[src/common/dmr_consts.svh]
// constants for the mode register and burst order block
`ifndef DMR_CONSTS_SVH
`define DMR_CONSTS_SVH
// register byte offsets on the AHB-Lite slave
`define DMR_OFF_CTRL      8'h00
`define DMR_OFF_STATUS    8'h04
`define DMR_OFF_BEAT      8'h08
`define DMR_OFF_MR0       8'h10
`define DMR_OFF_MR3       8'h1C
// control bits
`define DMR_CTRL_BURST_EN 0
`define DMR_CTRL_RESET    32'h0000_0000
// mode register width and MR0 field positions
`define DMR_MR_W          15
`define DMR_MR0_BL_LO     0
`define DMR_MR0_BT        3
`define DMR_MR0_DLLRST    8
`define DMR_RW_OTF_A      12
// burst length codes in MR0 A1..A0
`define DMR_BL_FIX8       2'h0
`define DMR_BL_OTF        2'h1
`define DMR_BL_FIX4       2'h2
// last beat index of a burst
`define DMR_LAST_BEAT     3'h7
`endif

[src/common/dmr_pkg.sv]
// types shared by the mode register and burst order block
package dmr_pkg;
  // link state as seen by the memory, gray along reset -> wait -> live
  typedef enum logic [1:0] {
    DMR_ST_RESET = 2'h0,
    DMR_ST_WAIT  = 2'h1,
    DMR_ST_LIVE  = 2'h3
  } dmr_state_t;
  typedef logic [14:0] dmr_mr_t;  // one mode register image
endpackage : dmr_pkg

[src/common/dmr_burst_if.sv]
// carrier between the burst sequencer and the order generator
interface dmr_burst_if;
  logic [2:0] start;        // starting column low bits
  logic [2:0] beat;         // beat index 0..7
  logic       is_write;     // write burst
  logic       chop;         // chop-4 burst
  logic       interleaved;  // interleaved type
  logic [2:0] col;          // column for this beat
  logic       live;         // beat driven (read) or accepted (write)
  modport seq (output start, beat, is_write, chop, interleaved, input col, live);
  modport ord (input start, beat, is_write, chop, interleaved, output col, live);
endinterface : dmr_burst_if

[src/hw/dmr_burst_order.sv]
// column order generator for one burst beat
module dmr_burst_order (
  dmr_burst_if.ord bus
);
  logic [1:0] low_sum;  // rotated low bits within a group of four

  // column and liveness of the current beat
  always_comb begin
    low_sum = 2'(bus.start[1:0] + bus.beat[1:0]);
    bus.live = 1'b1;
    if (bus.is_write) begin
      // writes ignore start low bits
      if (bus.chop) begin
        bus.col  = {bus.start[2], bus.beat[1:0]};  // [RULE21]
        bus.live = ~bus.beat[2];                   // [RULE21]
      end else begin
        bus.col = bus.beat;                        // [RULE20]
      end
    end else begin
      if (bus.interleaved) begin
        bus.col = bus.start ^ bus.beat;            // [RULE20]
      end else begin
        bus.col = {bus.start[2] ^ bus.beat[2], low_sum};  // [RULE19]
      end
      if (bus.chop) begin
        bus.live = ~bus.beat[2];                   // [RULE21]
      end
    end
  end
endmodule : dmr_burst_order

[src/hw/dmr_top.sv]
// memory-side init tracking, mode registers and burst order, with AHB-Lite access
// Function
// [RULE1] termination off in reset until CKE high
// [RULE2] controller holds ODT static during init
// [RULE3] controller waits tXPR before first MRS
// [RULE4] mode registers loaded MR2, MR3, MR1, MR0
// [RULE5] init enables DLL, then requests DLL reset
// [RULE6] long ZQ calibration, then wait DLL/ZQ
// [RULE7] only NOP or deselect between init commands
// [RULE8] stable-power reset: hold, CKE low, redo
// [RULE9] every mode register written before use
// [RULE10] each MRS gives all fields valid values
// [RULE11] MRS and DLL reset keep array intact
// [RULE12] MRS commands spaced by tMRD
// [RULE13] wait tMOD before non-MRS commands
// [RULE14] MRS only while idle in operation
// [RULE15] ODT low around MRS when termination used
// [RULE16] MR0 selected by BA zero, reserved zero
// [RULE17] write recovery at least rounded tWR
// [RULE18] burst length from A1..A0, A12 on-the-fly
// [RULE19] sequential reads rotate within groups of four
// [RULE20] A3 picks type; interleaved XOR; writes ascend
// [RULE21] chop reads tristate tail; chop writes A2
// [RULE22] controller keeps CKE high through init
// [RULE23] DLL reset bit clears itself
`include "dmr_consts.svh"
module dmr_top (
  input  wire logic        mclk,
  input  wire logic        reset_n,
  // AHB-Lite slave
  input  wire logic        hsel,
  input  wire logic [31:0] haddr,
  input  wire logic [1:0]  htrans,
  input  wire logic        hwrite,
  input  wire logic [2:0]  hsize,
  input  wire logic [31:0] hwdata,
  input  wire logic        hready,
  output logic             hreadyout,
  output logic             hresp,
  output logic [31:0]      hrdata,
  // memory command pins, asynchronous to mclk
  input  wire logic        mem_ck,
  input  wire logic        mem_rst_n,
  input  wire logic        mem_cke,
  input  wire logic        mem_cs_n,
  input  wire logic        mem_ras_n,
  input  wire logic        mem_cas_n,
  input  wire logic        mem_we_n,
  input  wire logic        mem_odt,
  input  wire logic [2:0]  mem_ba,
  input  wire logic [14:0] mem_addr,
  // termination and beat outputs
  output logic             odt_term_on,
  output logic [2:0]       beat_col,
  output logic             beat_live,
  output logic             beat_valid,
  output logic             beat_wr
);
  localparam int PW = 26;  // synchronised pin bundle width

  logic [PW-1:0]       sync1_r;      // first stage, read only by sync2
  logic [PW-1:0]       sync2_r;      // second stage
  logic                ck_d_r;       // delayed clock for edge find
  logic                ck_s, rst_s, cke_s, cs_s, ras_s, cas_s, we_s, odt_s;
  logic [2:0]          ba_s;
  logic [14:0]         addr_s;
  logic                ck_rise;      // rising link clock edge
  logic                cmd_mrs;      // mode register set seen
  logic                cmd_rw;       // read or write seen

  dmr_pkg::dmr_state_t st_r, st_nxt;
  dmr_pkg::dmr_mr_t    mr_r [4];     // mode register images
  dmr_pkg::dmr_mr_t    mr_nxt [4];
  logic [7:0]          dll_cnt_r, dll_cnt_nxt;  // DLL resets done
  logic                odt_r, odt_nxt;
  logic                ctrl_en_r, ctrl_en_nxt;  // burst sequencer enable
  logic                busy_r, busy_nxt;
  logic [2:0]          idx_r, idx_nxt;
  logic [2:0]          start_r, start_nxt;
  logic                wr_r, wr_nxt, chop_r, chop_nxt, il_r, il_nxt;
  logic                go;           // accept a read or write burst
  logic [2:0]          col_r, idx_q_r;
  logic                live_r, valid_r, bwr_r;
  logic                ap_wr_r, ap_wr_nxt, ap_rd;  // AHB address phase
  logic [7:0]          ap_addr_r, ap_addr_nxt;
  logic [31:0]         rdata_r, rdata_nxt;
  logic [1:0]          bl_mode;

  dmr_burst_if bif ();

  // pin synchroniser, two stages then a delay tap for the clock
  always_ff @(posedge mclk) begin
    sync1_r <= {mem_ck, mem_rst_n, mem_cke, mem_cs_n, mem_ras_n, mem_cas_n,
                mem_we_n, mem_odt, mem_ba, mem_addr};
    sync2_r <= sync1_r;
    ck_d_r  <= sync2_r[PW-1];
  end

  assign {ck_s, rst_s, cke_s, cs_s, ras_s, cas_s, we_s, odt_s, ba_s, addr_s} = sync2_r;
  assign ck_rise = ck_s & ~ck_d_r;
  assign cmd_mrs = ck_rise & rst_s & cke_s & ~cs_s & ~ras_s & ~cas_s & ~we_s;
  assign cmd_rw  = ck_rise & rst_s & cke_s & ~cs_s & ras_s & ~cas_s;
  assign bl_mode = mr_r[0][`DMR_MR0_BL_LO +: 2];

  // link state and termination gating
  always_comb begin
    st_nxt = st_r;
    unique case (st_r)
      dmr_pkg::DMR_ST_RESET: if (rst_s) st_nxt = dmr_pkg::DMR_ST_WAIT;
      dmr_pkg::DMR_ST_WAIT:  if (ck_rise && cke_s) st_nxt = dmr_pkg::DMR_ST_LIVE;  // [RULE1]
      dmr_pkg::DMR_ST_LIVE:  st_nxt = st_r;
      default:               st_nxt = dmr_pkg::DMR_ST_RESET;  // illegal code
    endcase
    if (!rst_s) begin
      st_nxt = dmr_pkg::DMR_ST_RESET;
    end
    odt_nxt = (st_nxt == dmr_pkg::DMR_ST_LIVE) && odt_s;  // [RULE1]
  end

  // mode register writes and DLL reset self-clear
  always_comb begin
    for (int i = 0; i < 4; i++) begin
      mr_nxt[i] = mr_r[i];
    end
    dll_cnt_nxt = dll_cnt_r;
    if (mr_r[0][`DMR_MR0_DLLRST]) begin
      mr_nxt[0][`DMR_MR0_DLLRST] = 1'b0;  // [RULE23]
      dll_cnt_nxt = 8'(dll_cnt_r + 8'h01);
    end
    // only the image changes, storage contents are untouched
    if (cmd_mrs && !ba_s[2] && st_r == dmr_pkg::DMR_ST_LIVE) begin
      mr_nxt[ba_s[1:0]] = addr_s;  // [RULE11]
    end
  end

  // burst sequencer
  assign go = cmd_rw && ctrl_en_r && !busy_r && st_r == dmr_pkg::DMR_ST_LIVE;
  always_comb begin
    busy_nxt  = busy_r;
    idx_nxt   = idx_r;
    start_nxt = start_r;
    wr_nxt    = wr_r;
    chop_nxt  = chop_r;
    il_nxt    = il_r;
    if (go) begin
      busy_nxt  = 1'b1;
      idx_nxt   = 3'h0;
      start_nxt = addr_s[2:0];
      wr_nxt    = ~we_s;
      il_nxt    = mr_r[0][`DMR_MR0_BT];  // [RULE20]
      chop_nxt  = (bl_mode == `DMR_BL_FIX4) ||
                  (bl_mode == `DMR_BL_OTF && !addr_s[`DMR_RW_OTF_A]);  // [RULE18]
    end else if (busy_r) begin
      idx_nxt = 3'(idx_r + 3'h1);
      if (idx_r == `DMR_LAST_BEAT) begin
        busy_nxt = 1'b0;
      end
    end
  end

  assign bif.start       = start_r;
  assign bif.beat        = idx_r;
  assign bif.is_write    = wr_r;
  assign bif.chop        = chop_r;
  assign bif.interleaved = il_r;

  dmr_burst_order u_order (
    .bus (bif.ord)
  );

  // AHB-Lite address phase capture and read data
  always_comb begin
    ap_rd       = hsel && hready && htrans[1] && !hwrite;
    ap_wr_nxt   = hsel && hready && htrans[1] && hwrite;
    ap_addr_nxt = ap_wr_nxt ? haddr[7:0] : ap_addr_r;
    ctrl_en_nxt = ctrl_en_r;
    if (ap_wr_r && ap_addr_r == `DMR_OFF_CTRL) begin
      ctrl_en_nxt = hwdata[`DMR_CTRL_BURST_EN];
    end
    rdata_nxt = rdata_r;
    if (ap_rd) begin
      rdata_nxt = 32'h0000_0000;  // unmapped reads zero
      if (haddr[7:0] == `DMR_OFF_CTRL) begin
        rdata_nxt = {31'h0000_0000, ctrl_en_r};
      end else if (haddr[7:0] == `DMR_OFF_STATUS) begin
        rdata_nxt = {16'h0000, dll_cnt_r, 4'h0, odt_r, busy_r,
                     st_r == dmr_pkg::DMR_ST_LIVE, st_r == dmr_pkg::DMR_ST_RESET};
      end else if (haddr[7:0] == `DMR_OFF_BEAT) begin
        rdata_nxt = {23'h00_0000, live_r, valid_r, bwr_r, col_r, idx_q_r};
      end else if (haddr[7:0] >= `DMR_OFF_MR0 && haddr[7:0] <= `DMR_OFF_MR3) begin
        rdata_nxt = {17'h0_0000, mr_r[haddr[3:2]]};
      end
    end
  end

  // register all state but the pin synchroniser
  always_ff @(posedge mclk) begin
    if (!reset_n) begin
      st_r      <= dmr_pkg::DMR_ST_RESET;
      for (int i = 0; i < 4; i++) begin
        mr_r[i] <= 15'h0000;
      end
      dll_cnt_r <= 8'h00;
      odt_r     <= 1'b0;
      ctrl_en_r <= 1'b0;
      busy_r    <= 1'b0;
      idx_r     <= 3'h0;
      start_r   <= 3'h0;
      wr_r      <= 1'b0;
      chop_r    <= 1'b0;
      il_r      <= 1'b0;
      col_r     <= 3'h0;
      idx_q_r   <= 3'h0;
      live_r    <= 1'b0;
      valid_r   <= 1'b0;
      bwr_r     <= 1'b0;
      ap_wr_r   <= 1'b0;
      ap_addr_r <= 8'h00;
      rdata_r   <= 32'h0000_0000;
    end else begin
      st_r      <= st_nxt;
      mr_r      <= mr_nxt;
      dll_cnt_r <= dll_cnt_nxt;
      odt_r     <= odt_nxt;
      ctrl_en_r <= ctrl_en_nxt;
      busy_r    <= busy_nxt;
      idx_r     <= idx_nxt;
      start_r   <= start_nxt;
      wr_r      <= wr_nxt;
      chop_r    <= chop_nxt;
      il_r      <= il_nxt;
      col_r     <= bif.col;
      idx_q_r   <= idx_r;
      live_r    <= busy_r & bif.live;
      valid_r   <= busy_r;
      bwr_r     <= busy_r & wr_r;
      ap_wr_r   <= ap_wr_nxt;
      ap_addr_r <= ap_addr_nxt;
      rdata_r   <= rdata_nxt;
    end
  end

  assign hreadyout   = 1'b1;
  assign hresp       = 1'b0;
  assign hrdata      = rdata_r;
  assign odt_term_on = odt_r;
  assign beat_col    = col_r;
  assign beat_live   = live_r;
  assign beat_valid  = valid_r;
  assign beat_wr     = bwr_r;
endmodule : dmr_top

[config.mk]
export PLATFORM = sky130hd
export DESIGN_NAME = dmr_top
export DESIGN_NICKNAME = d
export VERILOG_FILES = /design/src/common/dmr_pkg.sv /design/src/common/dmr_burst_if.sv /design/src/hw/dmr_burst_order.sv /design/src/hw/dmr_top.sv
export VERILOG_INCLUDE_DIRS = /design/src /design/src/common
export SDC_FILE = /design/constraint.sdc
export NUM_CORES = 1
export LEC_CHECK = 0
export ABC_AREA = 1
export BUFFER_PORTS_ARGS = -buffer_cell sky130_fd_sc_hd__buf_2
export CAP_MARGIN = 20
export CELL_PAD_IN_SITES_DETAIL_PLACEMENT = 0
export CELL_PAD_IN_SITES_GLOBAL_PLACEMENT = 1
export CORE_MARGIN = 2
export CORE_UTILIZATION = 35
export CTS_BUF_LIST = sky130_fd_sc_hd__clkbuf_4
export DETAILED_ROUTE_END_ITERATION = 6
export PLACE_DENSITY = 0.7
export REMOVE_ABC_BUFFERS = 1
export SLEW_MARGIN = 10
export SYNTH_ARGS = -nofsm -noshare
export SYNTH_HDL_FRONTEND = slang
export SYNTH_SLANG_ARGS = --single-unit
[constraint.sdc]
create_clock -name mclk -period 2 [get_ports mclk]
set_input_delay 0.2 -clock mclk [delete_from_list [all_inputs] [get_ports mclk]]
set_output_delay 0.2 -clock mclk [all_outputs]
set_load 0.1 [all_outputs]
==> results.md, run 1 <==
- Final Max Tran Viols: 0
- RSZ-0062 raised after global routing: no
- Antenna Violating Nets Remaining: 0
- Grt met1 use: 20.24%
- Highest clock rate: 618.4 MHz
- Total gr overflow: 0
- Largest net degree at the start of global routing: 55
- Via Count: 4,899
- Slew of the pin with the lowest slew margin: 1.026 ns
- Detailed placement HPWL: 9.267 mm
- Number of setup violations in the final report: 0
- Die area: 18,740 um2
- CTS sink cnt: 169
- Register bit total from synthesis: 169
- Yosys warnings: 0
- Largest family of logic cells by synthesized area: compound AO/OA/AOI/OAI gates
- Critical path type: flip-flop to primary output
- Nets: 962
- Die Height: 136.9 um
- Row cnt: 48
- Worst VDD drop: 0.0004554 V
- Htree depth: 4
- Synth Area in Adders: 0.8096%
- Top-area cell type share of the netlist area: 54.73%
- WP data arrival: 1.42 ns
- Syn avg cell area: 8.102 um2
- GR Util met3: 4.037%
- Fin area: 7315 um2
- Cells along the critical path: buf_2
- Worst Skew: 0.01792 ns
- Synthesized instance count: 763
- Initial antenna violation count: 0
- Wire length per cell: 12.79 um
- Crit-path slowest cell: buf_2
- Dpl cell area: 6638 um2
- Die width: 136.9 um
- HP Class: input pin to flip-flop
- Cell family with most CP delay: buffers and inverters
- Num ports: 141
- CP Buf/Inv Count: 1
- Clk Tree Root Cell: clkbuf_4
- Top cells by area, synth: dfxtp_1 55%, a21oi_1 7.8%, nand2_1 7.7%
- Primary FF master, synth: dfxtp_1
- Global-route wire length before repair: 22.87 mm
- CP Launch Type: flip-flop
- Count leader, synth: dfxtp_1
- Net switching power figure: 1.643 mW
- Share of cells above drive strength 1: 15.84%
- Clk pin slew, worst setup/hold paths: 0.15 ns
- Post-synth ARST share: 0%
- Largest area contributor in the netlist: dfxtp_1
- Most instantiated cells after synthesis: 169 x dfxtp_1, 127 x nand2_1, 96 x a21oi_1
- Post-synthesis sequential area ratio: 54.73%
- Slew HR: 31.34%
- Fin crit share: 80.85%
- Clock Path Buffers: 2
- Post-synthesis compound-gate area fraction: 17.22%
- TritonCTS clock tree: yes
- Global routing's busiest layer: met2
- Cell Area, Synth: 6182 um2
- Initial drt markers: 214
- Synth unique cells: 33
- Worst skew pair latency: 0.58 ns
- Maxcap violations: 0
- Highest cell delay on the worst timing path: 0.45 ns
- Drt drc: 0
- Number of flops mapped to enable cells by yosys: 0
- Fin crit period: 1.617 ns
- Final Hold Fails: 0
- Area grow syn2layout: 18.32%
- Setup TNS: 0 ns
- # port buffers: 63
- Final Power: 5.983 mW
- Total core area: 17,300 um2
- Post-synthesis simple-gate area fraction: 16.60%
- Vias/cell: 4.470
- GR Layer Usage met2: 27.33%
- Crit path required time: 1.80 ns
- Vias in the first global route: 4,590
- Clock power frac: 35.3%
- P_leak: 2.995 nW
- Synth Area in XOR/XNOR: 0.1417%
- Reg power frac: 57.9%
- Routed wire length: 14.01 mm
- Maximum fanout along the worst path: 2
- All-Layer GR Usage: 16.14%
- Power per cell area: 818.0 nW/um2
- P_int: 4.340 mW
- DRT Pass-1 Iters: 4
- Placer congestion estimate: 0.7411
- Starting Density: 35.74%
- CTS buffer count: 17
- Mux cell area share after synthesis: 0%
- # diodes: 0
- Crit path capture type: primary output
- PostCTS Resize Cnt: 0
- Outcome: complete, no violations
- Logic pwr share: 6.7%
- Switching Share: 27.46%
- Worst hold slack: 0.06294 ns
-- metrics by stage --
step | setup slack, ns | std cells | util, %
detailed placement | 0.09157 | 1027 | 38.38
global route | 0.2409 | 1096 | 42.29
floorplan | 0.3281 | 726 | -
CTS | 0.3202 | 1096 | 42.29
finish | 0.3829 | 1096 | 42.29
global placement | 0.1027 | 1027 | 38.38
-- path summary, 6_finish.rpt --
check / start / depth (start not counted) / end / slack [ns]
worst max-delay path: beat_col[2]$_SDFF_PN0_ / 1 / beat_col[2] / 0.38
worst max register to register: sync2_r[25]$_DFF_P_ / 8 / mr_r[34]$_SDFFE_PN0P_ / 0.49
worst min-delay path: haddr[3] / 3 / ap_addr_r[3]$_SDFFE_PN0P_ / 0.06
worst min register to register: sync1_r[4]$_DFF_P_ / 0 / sync2_r[4]$_DFF_P_ / 0.34
-- power by group through the flow --
stage	combinational (mW)	clock (mW)	sequential (mW)
5_1_grt	0.437	2.34	3.48
6_report	0.403	2.11	3.47
4_1_cts	0.404	2.20	3.47
3_5_place_dp	0.350	0	3.54
2_1_floorplan	0.236	0	3.53
3_3_place_gp	0.349	0	3.54
-- cell type report --
class | count | area, um2
clock inverter | 15 | 178.9
multi-input combinational | 469 | 2217
fill | 1785 | 9982
timing repair buffer | 113 | 795.8
inverter | 88 | 330.3
tap | 225 | 281.5
clock buffer | 17 | 127.6
sequential | 169 | 3383
-- layer usage --
layer,vias up,part of all wire (%)
met2,83,47
met1,2197,48
met4,0,1.1
li1,2606,-
met3,13,3.3
met5,-,0
-- registers in the layout, indices dropped and copies added (netlist names) --
register	cells
mr_r	58
sync1_r	26
sync2_r	26
hrdata	16
ap_addr_r	8
dll_cnt_r	8
beat_col	3
bif.beat	3
bif.start	3
idx_q_r	3
bl_mode	2
st_r	2
ap_wr_r	1
beat_live	1
beat_valid	1
beat_wr	1
bif.chop	1
bif.interleaved	1
bif.is_write	1
busy_r	1
ck_d_r	1
ctrl_en_r	1
odt_term_on	1
-- kinds of logic (layout without fill, tap and decap cells) --
kind of cell	Yosys count	in the layout
and+or+nand+nor	246	246
AOI/OAI and AO/OA	200	200
DFF	169	169
buffers and inverters	141	233
adders and majority gates	4	4
other	2	18
xor gates and xnor gates	1	1
-- timing repair --
| action | 4_1_cts | 5_1_grt |
|---|---|---|
| buffers inserted | 0 | 0 |
| endpoints found under the hold margin | 36 | 0 |
| hold buffers | 37 | 0 |
-- tightest hold or removal path, delay by kind of cell --
| family | cells | cell delay (ns) |
|---|---|---|
| AO/OA/AOI/OAI | 1 | 0.08 |
| buffers and inverters | 2 | 0.32 |
-- layout by cell type (no fill, tap or decap), types with 3 or more instances in the layout --
| cell | Yosys | routed |
|---|---|---|
| a21oi_1 | 96 | 96 |
| a21oi_2 | 14 | 14 |
| buf_2 | 9 | 63 |
| buf_4 | 21 | 12 |
| clkbuf_4 | 0 | 17 |
| clkinv_4 | 0 | 3 |
| conb_1 | 2 | 18 |
| dfxtp_1 | 169 | 169 |
| dlygate4sd3_1 | 0 | 37 |
| ha_1 | 4 | 4 |
| inv_1 | 82 | 82 |
| inv_2 | 5 | 5 |
| inv_6 | 0 | 4 |
| inv_8 | 0 | 4 |
| nand2_1 | 127 | 127 |
| nand3_1 | 27 | 27 |
| nor2_1 | 70 | 70 |
| nor2_2 | 5 | 5 |
| nor3_1 | 6 | 6 |
| o21ai_0 | 80 | 80 |
| o21ai_1 | 4 | 4 |
No activity file was read; power rests on OpenSTA's default activity.
==> run 2, diff against run 1 <==
Settings changed: PLACE_DENSITY 0.7 to 0.73.
Clock period 2 ns to 1.4 ns, I/O delays scaled along.
==> run 2 against run 1 <==
The run now ends with negative setup slack left. Non-clock buffer count up 20. Combinational power up 64%. Via count up 4.4%. Wire length up 7.7%. Critical path depth up 7. Clock-buffer cell count unchanged. Final cell count up 1.8%. Critical path type is now flip-flop to flip-flop. Largest cell class unchanged.
==> results.md, run 2 (same netlist as run 1, synthesis figures left out) <==
- Multi-input logic area: 2492 um2
- Share of cells above drive strength 1: 27.05%
- WP data arrival: 1.87 ns
- Largest net degree at the start of global routing: 31
- Die width: 136.9 um
- Detailed placement HPWL: 10.39 mm
- Starting Density: 35.74%
- P_leak: 3.238 nW
- # port buffers: 63
- CTS sink cnt: 169
- Vias/cell: 4.584
- Nets: 982
- Number of setup violations in the final report: 3
- Slew of the pin with the lowest slew margin: 0.9559 ns
- Fillers: 1,697
- Clk Tree Root Cell: clkbuf_4
- Routed wire length: 15.09 mm
- CP Launch Type: flip-flop
- Most frequent cells in the layout: 147 x dfxtp_1, 124 x nand2_1, 92 x a21oi_1, 81 x inv_1, 68 x nor2_1
- Highest cell delay on the worst timing path: 0.36 ns
- Highest clock rate: 710.0 MHz
- Critical path type: flip-flop to flip-flop
- Maxcap violations: 0
- Vias in the first global route: 4,708
- Cells along the critical path: nand2_2 -> nor2_4 -> nand2_2 -> nor2_4 -> nand3_4 -> buf_6 -> o21ai_0 -> a21oi_1
- All-Layer GR Usage: 16.74%
- Clk pin slew, worst setup/hold paths: 0.16 ns
- Slew HR: 36.03%
- Drt drc: 0
- DRT Pass-1 Iters: 4
- Area grow syn2layout: 31.17%
- Reg2Reg Depth: 8
- Fin crit share: 100.6%
- Seq. cell area: 3411 um2
- Worst hold slack: 0.05674 ns
- Outcome: finished, violations left
- Final setup margin: -0.008502 ns
- Total gr overflow: 0
- Clock Path Buffers: 2
- Global-route wire length before repair: 23.62 mm
- Final Max Tran Viols: 0
- Row cnt: 48
- CTS buffer count: 17
- TritonCTS clock tree: yes
- Regs by FF count: mr_r x58, sync1_r x26, sync2_r x26
- Htree depth: 4
- Antenna Violating Nets Remaining: 0
- Flip-flop count of the largest register after layout: 58
- Crit path required time: 1.86 ns
- Worst VDD drop: 0.0007981 V
- Total core area: 17,300 um2
- Initial drt markers: 269
- RSZ-0062 raised after global routing: yes
- Wire length per cell: 13.52 um
- Num ports: 141
- Initial antenna violation count: 0
- Crit path capture type: flip-flop
- Worst Skew: 0.02592 ns
- Most common cell after layout, fill and taps aside: dfxtp_1
- Worst skew pair latency: 0.58 ns
- Top reg by flops: mr_r
- Setup TNS: -0.01302 ns
- Via Count: 5,116
- Worst hold stages: 4
- Failing checks: negative setup slack
- HP Class: input pin to flip-flop
- Power per cell area: 1033 nW/um2
- Crit-path slowest cell: dfxtp_2
- # diodes: 0
- Die Height: 136.9 um
- Final Hold Fails: 0
- Placer congestion estimate: 0.7861
- Fin crit period: 1.409 ns
- Die area: 18,740 um2
- Maximum fanout along the worst path: 14
==> run 2: routing by layer <==
layer | global-route usage, % | up-vias | wire length (um)
met5 | 0 | - | 0
met1 | 20.90 | 2360 | 6893
met4 | 6.586 | 0 | 359
li1 | - | 2653 | -
met3 | 4.037 | 24 | 478
met2 | 27.89 | 79 | 7355
==> run 2: what timing repair did <==
action,in CTS,in global routing
endpoints found under the setup margin,79,102
pin swaps,7,4
hold buffers,37,0
buffers inserted,2,1
gates resized for setup,116,114
cloned,1,0
endpoints found under the hold margin,40,0
==> run 2: path summary, 6_finish.rpt <==
path                                           from                        end  slack (ns)
worst max-delay path            sync2_r[25]$_DFF_P_      mr_r[54]$_SDFFE_PN0P_      -0.009
worst min register to register  sync1_r[20]$_DFF_P_        sync2_r[20]$_DFF_P_        0.34
worst max register to register  sync2_r[25]$_DFF_P_      mr_r[54]$_SDFFE_PN0P_      -0.009
worst min-delay path                           hsel  ap_addr_r[7]$_SDFFE_PN0P_        0.06
==> run 2: cell type report <==
type | instances | area share, %
tap | 225 | 3.472
sequential | 169 | 42.06
multi-input combinational | 469 | 30.74
timing repair buffer | 133 | 16.23
clock buffer | 17 | 1.574
clock inverter | 15 | 1.852
inverter | 88 | 4.073
==> run 2: critical path, delay by kind of cell, from the launching register on <==
kind                   cells  cell delay [ns]
DFF                        1             0.36
buffers and inverters      1             0.18
AOI/OAI and AO/OA          2             0.19
and+or+nand+nor            5             0.56
==> run 2: power breakdown <==
part | total, mW | internal [mW] | switching, mW
sequential | 4.98 | 4.90 | 0.0709
clock | 2.74 | 0.806 | 1.93
combinational | 0.661 | 0.214 | 0.446
total | 8.37 | 5.92 | 2.45
==> run 2: through the flow <==
step / cell area [um2] / setup slack [ns] / power [mW] / std cells / utilization (%)
after floorplan: 5931 / -0.2719 / 5.376 / 726 / -
after global placement: 6835 / -0.2223 / 5.592 / 1045 / 39.52
after detailed placement: 6835 / -0.2356 / 5.596 / 1045 / 39.52
after CTS: 7812 / -0.03407 / 8.429 / 1117 / 45.17
after global routing: 8109 / -0.1231 / 8.740 / 1116 / 46.88
final: 8109 / -0.008502 / 8.374 / 1116 / 46.88
